--- config.mk ---
export PLATFORM = sky130hd
export DESIGN_NAME = cpf_filter
export DESIGN_NICKNAME = d
export VERILOG_FILES = /design/src/core/cpf_pkg.sv /design/src/core/cpf_chk_if.sv /design/src/core/cpf_filter.sv /design/src/core/cpf_reg_chk.sv
export SDC_FILE = /design/constraint.sdc
export NUM_CORES = 1
export LEC_CHECK = 0
export ABC_AREA = 1
export BUFFER_PORTS_ARGS = -buffer_cell sky130_fd_sc_hd__clkbuf_2
export CAP_MARGIN = 20
export CORE_UTILIZATION = 45
export DETAILED_ROUTE_END_ITERATION = 7
export PLACE_DENSITY_LB_ADDON = 0.12
export SYNTH_ARGS = -nofsm -noshare
export SYNTH_HDL_FRONTEND = slang
export SYNTH_SLANG_ARGS = --single-unit
--- constraint.sdc ---
create_clock -name CLK_I -period 11 [get_ports CLK_I]
set_input_delay 1.1 -clock CLK_I [delete_from_list [all_inputs] [get_ports CLK_I]]
set_output_delay 1.1 -clock CLK_I [all_outputs]
set_load 0.01 [all_outputs]
--- src/core/cpf_pkg.sv ---
// Purpose: Shared constants for the command privilege filter.
// Assumes: One parser clock; register offsets are byte addresses on APB.
// Notes:   Command codes are the filter's own compact encoding of the parser opcodes.
package cpf_pkg;

  // ----------------------------------------------------------------
  // Widths
  // ----------------------------------------------------------------
  localparam int CPF_W_CODE  = 6;
  localparam int CPF_W_OFS   = 21;
  localparam int CPF_W_SID   = 4;
  localparam int CPF_N_ALLOW = 4;
  localparam int CPF_N_STRM  = 15;

  // ----------------------------------------------------------------
  // Command codes
  // ----------------------------------------------------------------
  localparam logic [5:0] CPF_CMD_NOOP         = 6'h00;
  localparam logic [5:0] CPF_CMD_XLATE_UPDATE = 6'h01;
  localparam logic [5:0] CPF_CMD_IMM_STORE    = 6'h02;
  localparam logic [5:0] CPF_CMD_IDX_STORE    = 6'h03;
  localparam logic [5:0] CPF_CMD_REG_STORE    = 6'h04;
  localparam logic [5:0] CPF_CMD_BUF_LAUNCH   = 6'h05;
  localparam logic [5:0] CPF_CMD_LOAD_IMM     = 6'h06;
  localparam logic [5:0] CPF_CMD_LOAD_MEM     = 6'h07;
  localparam logic [5:0] CPF_CMD_REG_COPY     = 6'h08;
  localparam logic [5:0] CPF_CMD_PERF_REPORT  = 6'h09;
  localparam logic [5:0] CPF_CMD_PIPE_CTRL    = 6'h0a;
  localparam logic [5:0] CPF_CMD_CTX_SET      = 6'h0b;
  localparam logic [5:0] CPF_CMD_ATOMIC       = 6'h0c;
  localparam logic [5:0] CPF_CMD_MEM_COPY     = 6'h0d;
  localparam logic [5:0] CPF_CMD_SEMA_WAIT    = 6'h0e;
  localparam logic [5:0] CPF_CMD_ARB_TOGGLE   = 6'h0f;
  localparam logic [5:0] CPF_CMD_DISP_FLIP    = 6'h10;
  localparam logic [5:0] CPF_CMD_COND_END     = 6'h11;
  localparam logic [5:0] CPF_CMD_FLUSH        = 6'h12;
  localparam logic [5:0] CPF_CMD_BUF_END      = 6'h13;

  // ----------------------------------------------------------------
  // Streamer identifiers and register bases
  // ----------------------------------------------------------------
  localparam logic [3:0] CPF_SID_RENDER   = 4'h0;
  localparam logic [3:0] CPF_SID_POSITION = 4'h1;
  localparam logic [3:0] CPF_SID_BLITTER  = 4'h2;
  localparam logic [3:0] CPF_SID_VIDEO0   = 4'h3;
  localparam logic [3:0] CPF_SID_VENH0    = 4'hb;
  localparam logic [20:0] CPF_STRM_BASE [CPF_N_STRM] = '{
    21'h002000, 21'h018000, 21'h022000,
    21'h1c0000, 21'h1c4000, 21'h1d0000, 21'h1d4000,
    21'h1e0000, 21'h1e4000, 21'h1f0000, 21'h1f4000,
    21'h1c8000, 21'h1d8000, 21'h1e8000, 21'h1f8000};

  // ----------------------------------------------------------------
  // Register map and fields
  // ----------------------------------------------------------------
  localparam logic [7:0] CPF_OFS_MODE    = 8'h00;
  localparam logic [7:0] CPF_OFS_STATUS  = 8'h04;
  localparam logic [7:0] CPF_OFS_MASK    = 8'h08;
  localparam logic [7:0] CPF_OFS_ERR_ID  = 8'h0c;
  localparam logic [7:0] CPF_OFS_LEVEL   = 8'h10;
  localparam logic [7:0] CPF_OFS_ALLOW0  = 8'h20;
  localparam int         CPF_BIT_PCD     = 0;
  localparam int         CPF_POS_SID     = 4;
  localparam int         CPF_BIT_VIOL    = 0;
  localparam int         CPF_BIT_ERR_VLD = 31;
  localparam int         CPF_POS_ALEN    = 16;
  localparam logic [31:0] CPF_RST_MODE   = 32'h0000_0000;
  localparam logic [31:0] CPF_RST_MASK   = 32'h0000_0000;
  localparam logic [31:0] CPF_RST_ALLOW  = 32'h0000_0000;

  // Nesting level of the buffer being parsed.
  typedef enum logic [1:0] {CPF_LVL_RING, CPF_LVL_FIRST, CPF_LVL_SECOND} cpf_level_e;

endpackage : cpf_pkg

--- src/core/cpf_chk_if.sv ---
// Purpose: Carries a register privilege query from the filter to its checker.
// Assumes: Purely combinational answer.
// Notes:   Allow-list windows are owned by the filter's register file.
`timescale 1ns/10ps
interface cpf_chk_if;
  logic [3:0]  sid;
  logic [20:0] ofs;
  logic [31:0] allow [cpf_pkg::CPF_N_ALLOW];
  logic        reg_priv;
  modport requester (output sid, output ofs, output allow, input reg_priv);
  modport decider (input sid, input ofs, input allow, output reg_priv);
endinterface : cpf_chk_if

--- src/core/cpf_filter.sv ---
// Purpose: Privilege filter stage of a command streamer parser, with APB registers.
// Assumes: Commands arrive predecoded; one clock, synchronous active-low reset.
// Notes:   One command every two cycles at most; outputs are registered.
//
// Summary of operation
// - Buffers in global translation space are privileged, per-process ones not.
// - Privileged commands run normally only from privileged buffers or the ring.
// - Privileged command in non-privileged buffer raises violation and is discarded.
// - Violation is recorded in error identity register and raises the interrupt when mask bit 0 is set.
// - Privilege check disable bit skips all checks.
// - Table update, indexed store, context set, arbitration, flip always become no-ops.
// - Global-flagged store, atomic, wait, load, conditional end, perf report become no-ops.
// - Register loads to privileged registers are no-ops; copies lose their write.
// - Register-to-memory store always reads, drops memory write if global.
// - Memory copy proceeds only if neither address is global.
// - Flushes still go down; post-sync dropped if global or indexed flag.
// - Post-sync register load to privileged register is dropped.
// - Child buffer privilege is never above its parent's.
// - Non-privileged register writes only hit allow-list windows.
// - Register privilege is relative to render, position and blitter bases.
// - Video and enhancement streamers use their own bases.
`timescale 1ns/10ps
module cpf_filter (
  // Clock and reset.
  input  wire logic        CLK_I,
  input  wire logic        RESETN_I,
  // APB slave.
  input  wire logic        PSEL_I,
  input  wire logic        PENABLE_I,
  input  wire logic        PWRITE_I,
  input  wire logic [7:0]  PADDR_I,
  input  wire logic [31:0] PWDATA_I,
  output logic             PREADY_O,
  output logic [31:0]      PRDATA_O,
  output logic             PSLVERR_O,
  // Command input.
  input  wire logic        CMD_VALID_I,
  output logic             CMD_READY_O,
  input  wire logic [5:0]  CMD_CODE_I,
  input  wire logic        CMD_GLOBAL_I,
  input  wire logic        CMD_SRC_GLOBAL_I,
  input  wire logic        CMD_DST_GLOBAL_I,
  input  wire logic        CMD_INDEX_I,
  input  wire logic        CMD_PS_LOAD_I,
  input  wire logic        CMD_SECOND_I,
  input  wire logic [20:0] CMD_REG_OFS_I,
  // Filtered command output.
  output logic             OUT_VALID_O,
  input  wire logic        OUT_READY_I,
  output logic [5:0]       OUT_CODE_O,
  output logic             OUT_PRIV_O,
  output logic             OUT_NOOP_O,
  output logic             OUT_MEM_WR_DROP_O,
  output logic             OUT_REG_WR_DROP_O,
  output logic             OUT_PS_DROP_O,
  // Interrupt.
  output logic             IRQ_O
);

  // ----------------------------------------------------------------
  // Declarations
  // ----------------------------------------------------------------
  cpf_chk_if chk_if ();
  cpf_pkg::cpf_level_e level_reg, level_next;
  logic        first_priv_reg, first_priv_next;
  logic        second_priv_reg, second_priv_next;
  logic [31:0] mode_reg, mode_next;
  logic [31:0] status_reg, status_next;
  logic [31:0] mask_reg, mask_next;
  logic [31:0] err_id_reg, err_id_next;
  logic [31:0] allow_reg [cpf_pkg::CPF_N_ALLOW];
  logic        pready_reg;
  logic [31:0] prdata_reg;
  logic        pslverr_reg;
  logic        out_valid_reg, out_valid_next;
  logic        cmd_ready_reg;
  logic [5:0]  out_code_reg;
  logic        out_priv_reg, out_noop_reg, out_mem_drop_reg, out_reg_drop_reg, out_ps_drop_reg;
  logic        irq_reg;
  logic        accept, launch, buf_end, cur_priv, in_batch, pcd, np;
  logic        is_uncond, is_glob, is_load, copy_bad, lri_bad;
  logic        noop, mem_drop, reg_drop, ps_drop, viol;
  logic        apb_access, apb_wr, apb_rd_phase, addr_hit;
  logic [31:0] rd_mux;
  logic [2:0]  allow_idx;

  // ----------------------------------------------------------------
  // Register privilege checker
  // ----------------------------------------------------------------
  // streamer base selection
  assign chk_if.sid   = mode_reg[cpf_pkg::CPF_POS_SID +: 4];
  assign chk_if.ofs   = CMD_REG_OFS_I;
  assign chk_if.allow = allow_reg;

  cpf_reg_chk u_chk (
    .chk (chk_if.decider)
  );

  // ----------------------------------------------------------------
  // Buffer privilege and nesting
  // ----------------------------------------------------------------
  // Handshake terms and command classes.
  assign accept   = CMD_VALID_I && cmd_ready_reg;
  assign launch   = accept && (CMD_CODE_I == cpf_pkg::CPF_CMD_BUF_LAUNCH);
  assign buf_end  = accept && (CMD_CODE_I == cpf_pkg::CPF_CMD_BUF_END);
  assign in_batch = level_reg != cpf_pkg::CPF_LVL_RING;
  assign cur_priv = (level_reg == cpf_pkg::CPF_LVL_RING) ? 1'b1 :
                    (level_reg == cpf_pkg::CPF_LVL_FIRST) ? first_priv_reg : second_priv_reg;
  assign pcd      = mode_reg[cpf_pkg::CPF_BIT_PCD];
  assign np       = in_batch && !cur_priv && !pcd;

  // Nesting state machine; a launch from second level chains in place.
  always_comb begin
    level_next       = level_reg;
    first_priv_next  = first_priv_reg;
    second_priv_next = second_priv_reg;
    case (level_reg)
      cpf_pkg::CPF_LVL_RING: begin
        if (launch) begin
          level_next      = cpf_pkg::CPF_LVL_FIRST;
          first_priv_next = CMD_GLOBAL_I;
        end
      end
      cpf_pkg::CPF_LVL_FIRST: begin
        if (launch && CMD_SECOND_I) begin
          level_next       = cpf_pkg::CPF_LVL_SECOND;
          second_priv_next = first_priv_reg && CMD_GLOBAL_I;
        end else if (launch) begin
          first_priv_next = first_priv_reg && CMD_GLOBAL_I;
        end else if (buf_end) begin
          level_next = cpf_pkg::CPF_LVL_RING;
        end
      end
      cpf_pkg::CPF_LVL_SECOND: begin
        if (launch) begin
          second_priv_next = second_priv_reg && CMD_GLOBAL_I;
        end else if (buf_end) begin
          level_next = cpf_pkg::CPF_LVL_FIRST;
        end
      end
      default: begin
        level_next = cpf_pkg::CPF_LVL_RING;
      end
    endcase
  end

  // ----------------------------------------------------------------
  // Command restriction decisions
  // ----------------------------------------------------------------
  // unconditional no-op list
  assign is_uncond = (CMD_CODE_I == cpf_pkg::CPF_CMD_XLATE_UPDATE) || (CMD_CODE_I == cpf_pkg::CPF_CMD_IDX_STORE) ||
                     (CMD_CODE_I == cpf_pkg::CPF_CMD_CTX_SET) || (CMD_CODE_I == cpf_pkg::CPF_CMD_ARB_TOGGLE) ||
                     (CMD_CODE_I == cpf_pkg::CPF_CMD_DISP_FLIP);
  assign is_glob   = CMD_GLOBAL_I && ((CMD_CODE_I == cpf_pkg::CPF_CMD_IMM_STORE) ||
                     (CMD_CODE_I == cpf_pkg::CPF_CMD_ATOMIC) || (CMD_CODE_I == cpf_pkg::CPF_CMD_SEMA_WAIT) ||
                     (CMD_CODE_I == cpf_pkg::CPF_CMD_LOAD_MEM) || (CMD_CODE_I == cpf_pkg::CPF_CMD_COND_END) ||
                     (CMD_CODE_I == cpf_pkg::CPF_CMD_PERF_REPORT));
  assign is_load   = (CMD_CODE_I == cpf_pkg::CPF_CMD_LOAD_IMM) || (CMD_CODE_I == cpf_pkg::CPF_CMD_LOAD_MEM);
  assign lri_bad   = is_load && chk_if.reg_priv;
  assign copy_bad  = (CMD_CODE_I == cpf_pkg::CPF_CMD_MEM_COPY) && (CMD_SRC_GLOBAL_I || CMD_DST_GLOBAL_I);
  assign noop      = np && (is_uncond || is_glob || lri_bad || copy_bad);
  assign reg_drop  = np && (CMD_CODE_I == cpf_pkg::CPF_CMD_REG_COPY) && chk_if.reg_priv;
  assign mem_drop  = np && (CMD_CODE_I == cpf_pkg::CPF_CMD_REG_STORE) && CMD_GLOBAL_I;
  assign ps_drop   = np && ((CMD_CODE_I == cpf_pkg::CPF_CMD_PIPE_CTRL) || (CMD_CODE_I == cpf_pkg::CPF_CMD_FLUSH)) &&
                     (CMD_GLOBAL_I || CMD_INDEX_I || (CMD_PS_LOAD_I && chk_if.reg_priv));
  assign viol      = accept && (noop || reg_drop || mem_drop || ps_drop);

  // ----------------------------------------------------------------
  // Output stage
  // ----------------------------------------------------------------
  // Slot is refilled only when empty, so ready can come from a flop.
  assign out_valid_next = accept ? 1'b1 : (out_valid_reg && !OUT_READY_I);

  // Output slot and handshake.
  always_ff @(posedge CLK_I) begin
    if (!RESETN_I) begin
      out_valid_reg <= 1'b0;
      cmd_ready_reg <= 1'b0;
    end else begin
      out_valid_reg <= out_valid_next;
      cmd_ready_reg <= !out_valid_next;
    end
  end

  // Command payload and decisions.
  always_ff @(posedge CLK_I) begin
    if (!RESETN_I) begin
      out_code_reg     <= cpf_pkg::CPF_CMD_NOOP;
      out_priv_reg     <= 1'b1;
      out_noop_reg     <= 1'b0;
      out_mem_drop_reg <= 1'b0;
      out_reg_drop_reg <= 1'b0;
      out_ps_drop_reg  <= 1'b0;
    end else if (accept) begin
      out_code_reg     <= CMD_CODE_I;
      out_priv_reg     <= cur_priv;
      out_noop_reg     <= noop;
      out_mem_drop_reg <= mem_drop;
      out_reg_drop_reg <= reg_drop;
      out_ps_drop_reg  <= ps_drop;
    end
  end

  // Nesting registers.
  always_ff @(posedge CLK_I) begin
    if (!RESETN_I) begin
      level_reg       <= cpf_pkg::CPF_LVL_RING;
      first_priv_reg  <= 1'b1;
      second_priv_reg <= 1'b1;
    end else begin
      level_reg       <= level_next;
      first_priv_reg  <= first_priv_next;
      second_priv_reg <= second_priv_next;
    end
  end

  // ----------------------------------------------------------------
  // APB register file
  // ----------------------------------------------------------------
  // Access is answered one cycle into the access phase.
  assign apb_access   = PSEL_I && PENABLE_I;
  assign apb_rd_phase = apb_access && !pready_reg;
  assign apb_wr       = apb_access && pready_reg && PWRITE_I && !pslverr_reg;
  assign allow_idx    = 3'(PADDR_I[4:2]);
  assign addr_hit     = (PADDR_I == cpf_pkg::CPF_OFS_MODE) || (PADDR_I == cpf_pkg::CPF_OFS_STATUS) ||
                        (PADDR_I == cpf_pkg::CPF_OFS_MASK) || (PADDR_I == cpf_pkg::CPF_OFS_ERR_ID) ||
                        (PADDR_I == cpf_pkg::CPF_OFS_LEVEL) ||
                        ((PADDR_I[7:4] == cpf_pkg::CPF_OFS_ALLOW0[7:4]) && (PADDR_I[1:0] == 2'h0) &&
                         (allow_idx < 3'(cpf_pkg::CPF_N_ALLOW)));

  // Read selection.
  always_comb begin
    rd_mux = 32'h0000_0000;
    if (PADDR_I == cpf_pkg::CPF_OFS_MODE) begin
      rd_mux = mode_reg;
    end else if (PADDR_I == cpf_pkg::CPF_OFS_STATUS) begin
      rd_mux = status_reg;
    end else if (PADDR_I == cpf_pkg::CPF_OFS_MASK) begin
      rd_mux = mask_reg;
    end else if (PADDR_I == cpf_pkg::CPF_OFS_ERR_ID) begin
      rd_mux = err_id_reg;
    end else if (PADDR_I == cpf_pkg::CPF_OFS_LEVEL) begin
      rd_mux = {29'h0000_0000, cur_priv, level_reg};
    end else if (addr_hit) begin
      rd_mux = allow_reg[allow_idx[1:0]];
    end
  end

  // Next values; a violation in the clearing cycle keeps its bit set.
  assign mode_next   = (apb_wr && PADDR_I == cpf_pkg::CPF_OFS_MODE) ? {24'h000000, PWDATA_I[7:0]} : mode_reg;
  assign mask_next   = (apb_wr && PADDR_I == cpf_pkg::CPF_OFS_MASK) ? {31'h0, PWDATA_I[0]} : mask_reg;
  assign status_next = ((apb_wr && PADDR_I == cpf_pkg::CPF_OFS_STATUS) ? (status_reg & ~PWDATA_I) : status_reg) |
                       {31'h0, viol};
  assign err_id_next = viol ? {1'b1, 25'h0, CMD_CODE_I} : err_id_reg;

  // Control, status and interrupt registers.
  always_ff @(posedge CLK_I) begin
    if (!RESETN_I) begin
      mode_reg   <= cpf_pkg::CPF_RST_MODE;
      mask_reg   <= cpf_pkg::CPF_RST_MASK;
      status_reg <= 32'h0000_0000;
      err_id_reg <= 32'h0000_0000;
      irq_reg    <= 1'b0;
    end else begin
      mode_reg   <= mode_next;
      mask_reg   <= mask_next;
      status_reg <= status_next;
      err_id_reg <= err_id_next;
      irq_reg    <= |(status_next & mask_next);
    end
  end

  // Allow-list windows, one per generate entry.
  genvar a;
  generate
    for (a = 0; a < cpf_pkg::CPF_N_ALLOW; a++) begin : g_allow
      always_ff @(posedge CLK_I) begin
        if (!RESETN_I) begin
          allow_reg[a] <= cpf_pkg::CPF_RST_ALLOW;
        end else if (apb_wr && addr_hit && PADDR_I[7:4] == cpf_pkg::CPF_OFS_ALLOW0[7:4] && allow_idx == 3'(a)) begin
          allow_reg[a] <= {8'h00, PWDATA_I[23:0]};
        end
      end
    end
  endgenerate

  // APB answer registers.
  always_ff @(posedge CLK_I) begin
    if (!RESETN_I) begin
      pready_reg  <= 1'b0;
      prdata_reg  <= 32'h0000_0000;
      pslverr_reg <= 1'b0;
    end else begin
      pready_reg  <= apb_rd_phase;
      prdata_reg  <= apb_rd_phase ? rd_mux : 32'h0000_0000;
      pslverr_reg <= apb_rd_phase && !addr_hit;
    end
  end

  // Port drivers.
  assign PREADY_O          = pready_reg;
  assign PRDATA_O          = prdata_reg;
  assign PSLVERR_O         = pslverr_reg;
  assign CMD_READY_O       = cmd_ready_reg;
  assign OUT_VALID_O       = out_valid_reg;
  assign OUT_CODE_O        = out_code_reg;
  assign OUT_PRIV_O        = out_priv_reg;
  assign OUT_NOOP_O        = out_noop_reg;
  assign OUT_MEM_WR_DROP_O = out_mem_drop_reg;
  assign OUT_REG_WR_DROP_O = out_reg_drop_reg;
  assign OUT_PS_DROP_O     = out_ps_drop_reg;
  assign IRQ_O             = irq_reg;
endmodule : cpf_filter

--- src/core/cpf_reg_chk.sv ---
// Purpose: Decides whether a register offset is privileged for one streamer.
// Assumes: Offsets are absolute; windows are relative to the streamer base.
// Notes:   Window length counts 32-bit registers; zero length disables it.
`timescale 1ns/10ps
module cpf_reg_chk (
  // Query and answer.
  cpf_chk_if.decider chk
);

  logic [20:0] base;
  logic [20:0] rel;
  logic        below;
  logic [cpf_pkg::CPF_N_ALLOW-1:0] hit;

  // Base chosen by streamer; unknown streamers get the render base.
  assign base  = (chk.sid < 4'(cpf_pkg::CPF_N_STRM)) ? cpf_pkg::CPF_STRM_BASE[chk.sid]
                                                     : cpf_pkg::CPF_STRM_BASE[0];
  assign rel   = chk.ofs - base;
  assign below = chk.ofs < base;

  // One comparator per allow-list window.
  genvar g;
  generate
    for (g = 0; g < cpf_pkg::CPF_N_ALLOW; g++) begin : g_win
      logic [20:0] w_lo;
      logic [20:0] w_hi;
      assign w_lo   = {5'h00, chk.allow[g][15:0]};
      assign w_hi   = w_lo + {11'h000, chk.allow[g][23:16], 2'h0};
      assign hit[g] = !below && (rel >= w_lo) && (rel < w_hi);
    end
  endgenerate

  assign chk.reg_priv = ~|hit;

endmodule : cpf_reg_chk

==> flow_metrics.tcl, run 1 <==
set metrics [dict create \
    fill_cells 3124 \
    antenna_cells 0 \
    synth_cell_types 50 \
    crit_slowest_cell "o21ai_0" \
    vias_per_cell 5.56 \
    ys_dominant_reg_cell "dfxtp_1" \
    synth.largest_area_cell "dfxtp_1" \
    ctsRootBufferMaster "clkbuf_16" \
    chipHeight_microns 181 \
    io_buffers 127 \
    seq_power_share 0.429 \
    firstDrtPassIters 5 \
    cts_buffers 24 \
    tightestPinTransition_ps 989 \
    dpl.hpwl_microns 37900 \
    die_area_sq_um 32700 \
    irDropWorstVdd_mv 0.110 \
    place_area_sq_um 15400 \
    power.switching_uw 486 \
    syn_inst 1992 \
    grt_max_degree 124 \
    area_delta_synth_final_pct 12.9 \
    yosys-top-cells-area "dfxtp_1 (32%), ha_1 (15%), a21oi_1 (8.1%), nand2_1 (7.6%), inv_1 (7.5%)" \
    cts_tree "built" \
    cp.arrival_ps 5060 \
    finalHoldViolCount 0 \
    cts_hold_buffers 0 \
    rr_worst_depth 29 \
    crit_top_cell "nand2_1" \
    fin_skew_ps 9.44 \
    antenna_found_initial 1 \
    overflow 0 \
    maxCapViolCount 0 \
    pwr-share-clk 0.468 \
    synth-edff-count 0 \
    yosys.area.top_type_share 0.316 \
    critPathCaptureType "register" \
    relSlewSlack 0.340 \
    final-max-slew-violation-count 0 \
    yosysWarnings 0 \
    combPwrFrac 0.102 \
    fin_crit_ps 4640 \
    setup_viol_count_final 0 \
    synth.most_common_cell "nand2_1" \
    fin_setup_tns_ps 0 \
    num_vias 13939 \
    period_share 0.422 \
    ff2ff_setup_slack_ps 6360 \
    wl_microns 48800 \
    cts.sinks 227 \
    worstSetupPathType "register to register" \
    post_cts_resized 0 \
    row_count 65 \
    die_w_microns 181 \
    largest_register_ff_count 96 \
    crit_end "IRQ_O" \
    yosysSeqAreaShare 0.316 \
    intPower_mw 1.44 \
    drc_errors 0 \
    yosys_register_bits 227 \
    layout.nets 2343 \
    drtIter0Drc 1042 \
    worst-endpoint-required_ps 11420 \
    async_flop_share 0 \
    run_status "finished clean" \
    min_path_type "register to register" \
    start_util 0.456 \
    startpoint "allow_reg[82]" \
    rsz0062_at_grt "false" \
    htree_levels 1 \
    p_per_area_nw_per_um2 119 \
    syn_area_sq_um 14400 \
    drive_above_1_share 0.106 \
    timing.rr.start "allow_reg[82]" \
    finish.utilization 0.515 \
    io_pins 128 \
    worstSkewPairLatency_ps 530 \
    grt_pass1_wl_microns 73800 \
    ant_nets 0 \
    synth_nets 2248 \
    grt_usage 0.292 \
    swShare 0.252 \
    crit_path_max_fanout 13 \
    clock_path_buffers 3 \
    core_area_sq_um 31600 \
    wl_per_cell_microns 19.5 \
    fmax_ghz 0.215 \
    cellLeakagePower_nw 7.07 \
    grt_pass1_vias 12722 \
    startpoint_type "register" \
    synthTopCellsByCount "nand2_1 (292), inv_1 (288), a21oi_1 (233)" \
    clk_pin_slew_worst_paths_ps 60 \
    avgSynthCellArea_sq_um 7.23 \
    finalInstanceArea_sq_um 16300 \
    crit_path_max_incr_delay_ps 430 \
    place_congestion 0.967 \
    r2r-end "IRQ_O" \
    post_cts_buffers 0 \
]
power by group through the flow:
| stage | sequential [mW] | combinational, mW | clock [mW] |
|---|---|---|---|
| 2_1_floorplan | 0.847 | 0.118 | 0 |
| 3_3_place_gp | 0.846 | 0.191 | 0 |
| 3_5_place_dp | 0.846 | 0.195 | 0 |
| 4_1_cts | 0.828 | 0.196 | 0.912 |
| 5_1_grt | 0.827 | 0.221 | 0.950 |
| 6_report | 0.828 | 0.197 | 0.903 |
cell families (layout without fill, tap and decap cells):
| kind of cell | Yosys count | in the layout | synth area share |
|---|---|---|---|
| AO/OA/AOI/OAI | 552 | 552 | 0.217 |
| XOR/XNOR | 45 | 45 | 0.0274 |
| adder cells (fa/ha/maj) | 176 | 176 | 0.156 |
| buffers and inverters | 368 | 480 | 0.0979 |
| flip-flops | 227 | 227 | 0.316 |
| AND/OR/NAND/NOR | 624 | 624 | 0.187 |
layer usage:
metal	GRT usage	routed length, microns	vias up
li1	-	-	6928
met1	0.409	22600	6449
met2	0.459	21400	480
met3	0.0357	3170	80
met4	0.103	1660	2
met5	0	13	-
area by class of cell:
| type | instances | area [sq um] | area share |
|---|---|---|---|
| Inverter | 295 | 1110 | 0.0681 |
| Clock inverter | 15 | 215 | 0.0132 |
| Timing Repair Buffer | 142 | 761 | 0.0468 |
| Clock buffer | 28 | 667 | 0.0410 |
| Multi-Input combinational cell | 1397 | 8460 | 0.520 |
| Sequential cell | 227 | 4540 | 0.280 |
| Tap cell | 402 | 503 | 0.0309 |
stage by stage:
stage                     hold slack [ps]  instances  total power, mW  setup slack [ps]
after CTS                             461       2505             1.94              6410
after global placement                445       2462             1.04              6130
after floorplan                       433       1992            0.965              7020
after detailed placement              449       2462             1.04              6190
final                                 461       2506             1.93              6360
after global routing                  470       2506             2.00              5940
how the worst min path moves through the flow:
stage                    from           end  cells after the start
2_1_floorplan    mask_reg[10]  mask_reg[10]                      2
3_3_place_gp     mask_reg[10]  mask_reg[10]                      2
3_5_place_dp     mask_reg[10]  mask_reg[10]                      2
4_1_cts          mask_reg[10]  mask_reg[10]                      2
5_1_grt        status_reg[30]  PRDATA_O[30]                      2
6_report         mask_reg[10]  mask_reg[10]                      2
critical path, delay by kind of cell (launching register included):
kind                       cells  cell delay, ps
and+or+nand+nor               16            1830
adders and majority gates      2             640
xor gates and xnor gates       1             180
DFF                            1             360
AOI/OAI and AO/OA              8            1430
buffers and inverters          2             110
cell usage in the layout, fill, tap and decap left out, types with 11 or more instances in the layout:
cell	Yosys	final
clkbuf_16	0	25
xor2_1	37	37
dfxtp_1	227	227
a21oi_1	233	233
nand4_1	23	23
o211ai_1	11	11
nand3_1	73	73
clkbuf_2	0	126
o22ai_1	19	19
ha_1	171	171
nor3_1	50	50
a22oi_1	17	17
inv_1	288	288
buf_4	0	14
o21ai_0	193	193
o21bai_1	14	14
nor2_2	8	13
nor2_1	147	142
nand2_1	292	292
a221oi_1	23	23
(Power assumes the default switching activity.)
==> run 2: changes to the inputs <==
--- a/config.mk
+++ b/config.mk
@@ -5,7 +5,7 @@
 export SDC_FILE = /design/constraint.sdc
 export NUM_CORES = 1
 export LEC_CHECK = 0
-export ABC_AREA = 1
+export ABC_AREA = 0
 export BUFFER_PORTS_ARGS = -buffer_cell sky130_fd_sc_hd__clkbuf_2
 export CAP_MARGIN = 20
 export CORE_UTILIZATION = 45
==> constraint.sdc (replaced) <==
create_clock -name CLK_I -period 3.8 [get_ports CLK_I]
set_input_delay 0.38 -clock CLK_I [delete_from_list [all_inputs] [get_ports CLK_I]]
set_output_delay 0.38 -clock CLK_I [all_outputs]
set_load 0.01 [all_outputs]
==> run 2 against run 1 <==
The run now ends with DRC, setup timing left. Critical endpoint is now err_id_reg[2]. Critical path type unchanged. Critical path depth fell by 8. Sequential share of layout area is 2.2 points lower. Clock power increased to 2.7 times the previous value.
==> flow_metrics.tcl, run 2 <==
set metrics [dict create \
    place_area_sq_um 16400 \
    irDropWorstVdd_mv 0.302 \
    synth_top_family_by_area "simple AND/OR/NAND/NOR gates" \
    area_delta_synth_final_pct 24.3 \
    timing.rr.start "allow_reg[67]" \
    synth-compound-area-share 0.190 \
    crit_path_max_fanout 7 \
    crit_path_max_incr_delay_ps 410 \
    synth_mux_area_frac 0.0487 \
    largest_register_ff_count 96 \
    yosys-top-cells-area "dfxtp_1 (32%), ha_1 (15%), nand2_1 (8.2%), a21boi_0 (5.5%), mux4_2 (3.8%)" \
    post-place-ws_ps -900 \
    yosysSeqAreaShare 0.319 \
    firstDrtPassIters 7 \
    wl_per_cell_microns 20.5 \
    p_per_area_nw_per_um2 308 \
    holdWs_ps 35.1 \
    synth_cell_types 62 \
    period_share 1.15 \
    power.switching_mw 1.39 \
    avgSynthCellArea_sq_um 8.38 \
    crit_slowest_cell "or3_4" \
    tightestPinTransition_ps 814 \
    vias_per_cell 5.63 \
    fill_cells 2914 \
    clock_path_buffers 3 \
    multiInputGateArea_sq_um 9330 \
    die_area_sq_um 32400 \
    io_buffers 127 \
    pwr-share-clk 0.451 \
    finalWorstSetupSlack_ps -587 \
    fin_crit_ps 4390 \
    cts_hold_buffers 0 \
    layout.nets 2226 \
    worst-endpoint-required_ps 4200 \
    ys_dominant_reg_cell "dfxtp_1" \
    syn_inst 1698 \
    start_util 0.462 \
    layout_commonest_cell "nand2_1" \
    final-max-slew-violation-count 0 \
    intPower_mw 4.06 \
    yosysWarnings 0 \
    dpl.hpwl_microns 37100 \
    cts_tree "built" \
    critPathBufInv 1 \
    relSlewSlack 0.453 \
    place_congestion 0.948 \
    synth.largest_area_cell "dfxtp_1" \
    io_pins 128 \
    yosys.area_share.simple 0.202 \
    synth_nets 1954 \
    power_mw 5.45 \
    worstSetupPathType "register to register" \
    chipHeight_microns 180 \
    maxCapViolCount 0 \
    rsz0062_at_grt "true" \
    syn_area_sq_um 14200 \
    combPwrFrac 0.110 \
    yosys.area.top_type_share 0.319 \
    grt_max_degree 87 \
    ctsRootBufferMaster "clkbuf_16" \
    synthTopCellsByCount "nand2_1 (312), dfxtp_1 (227), ha_1 (171)" \
    cts.sinks 227 \
    setup_viol_count_final 12 \
    fmax_ghz 0.228 \
    antenna_found_initial 1 \
    finalInstanceArea_sq_um 17700 \
    async_flop_share 0 \
    synth_fa_ha_area_frac 0.157 \
    swShare 0.255 \
    worstSkewPairLatency_ps 530 \
    grt_pass1_vias 13015 \
    synth-edff-count 0 \
    ant_nets 0 \
    layout_common_cells "nand2_1 (312), dfxtp_1 (220), buf_4 (191)" \
    run_status "finished, violations left" \
    wl_microns 49000 \
    seq_power_share 0.438 \
    fin_cells 2385 \
    synthXorXnorAreaFrac 0.0332 \
    violations "DRC, setup timing" \
    dpl.cell_count 2319 \
    fin_skew_ps 12.0 \
    critPathCaptureType "register" \
    yosys_register_bits 227 \
    finish.utilization 0.574 \
    row_count 64 \
    cp.arrival_ps 4790 \
    clk_pin_slew_worst_paths_ps 60 \
    drive_above_1_share 0.231 \
    finalHoldViolCount 0 \
    antenna_cells 0 \
    grt_usage 0.300 \
    min_from "PWDATA_I[24]" \
    startpoint_type "register" \
    regArea_sq_um 4560 \
    grt_pass1_wl_microns 75600 \
    min_path_type "input port to register" \
    crit_chain "ha_4 -> a21o_1 -> a21oi_2 -> o21bai_1 -> a21oi_2 -> o21bai_1 -> a21oi_1 -> nor2b_1 -> o21ba_2 -> nand2_1 -> xnor2_1 -> ha_1 -> nand4_1 -> nor3_2 -> buf_4 -> a311o_1 -> a21oi_1 -> or3_4 -> o31ai_4 -> a21oi_4 -> mux2i_1" \
    htree_levels 1 \
    synth.most_common_cell "nand2_1" \
    num_vias 13434 \
    die_w_microns 180 \
    cpLargestDelayFamily "compound AO/OA/AOI/OAI gates" \
    overflow 0 \
    fin_setup_tns_ps -6380 \
    ff2ff_setup_slack_ps -590 \
    cellLeakagePower_nw 7.20 \
    drc_errors 7 \
    cts_buffers 26 \
    drtIter0Drc 906 \
    core_area_sq_um 30800 \
    startpoint "allow_reg[67]" \
]
## run 2: power groups by stage
stage | clock network (mW) | registers, mW | logic, mW
floorplan | 0 | 2.45 | 0.291
global placement | 0 | 2.44 | 0.544
detailed placement | 0 | 2.44 | 0.552
CTS | 2.49 | 2.39 | 0.587
global route | 2.60 | 2.39 | 0.655
finish | 2.46 | 2.39 | 0.600
## run 2: final cells by class
class / instances / share of cell area
Timing Repair Buffer: 319 / 0.118
Multi-Input combinational cell: 1293 / 0.527
Clock inverter: 11 / 0.00523
Tap cell: 396 / 0.0280
Inverter: 103 / 0.0221
Clock buffer: 36 / 0.0418
Sequential cell: 227 / 0.258
## run 2: cells by family (layout without fill, tap and decap cells)
logic type               after synthesis  after routing
AND/OR/NAND/NOR                      627            627
AO/OA/AOI/OAI                        397            397
flip-flops                           227            227
buffers and inverters                178            469
adder cells (fa/ha/maj)              176            176
XOR/XNOR                              54             54
multiplexers                          39             39
## run 2: path summary, 6_finish.rpt
kind | endpoint | cells after the start
setup / recovery | err_id_reg[2] | 21
hold / removal | status_reg[24] | 2
setup reg to reg | err_id_reg[2] | 21
hold reg to reg | err_id_reg[31] | 2
## run 2: layer usage
layer	vias to the layer above	track usage	wire length (microns)	part of all wire
li1	6517	-	-	-
met1	6380	0.399	21400	0.44
met2	447	0.505	22900	0.47
met3	90	0.0300	2770	0.057
met4	0	0.109	1910	0.039
met5	-	0	0	0
## run 2: worst register-to-register path: stages, from the launching register on
cell,delay (ps)
dfxtp_4,360
ha_4,230
a21o_1,180
a21oi_2,160
o21bai_1,120
a21oi_2,190
o21bai_1,110
a21oi_1,190
nor2b_1,100
o21ba_2,210
nand2_1,80
xnor2_1,70
ha_1,300
nand4_1,160
nor3_2,210
buf_4,150
a311o_1,240
a21oi_1,60
or3_4,410
o31ai_4,410
a21oi_4,180
mux2i_1,160
## run 2: timing repair
item / 4_1_cts / 5_1_grt
gates resized for setup: 44 / 21
endpoints found under the setup margin: 12 / 12
pin swaps: 47 / 35
buffers inserted: 21 / 0
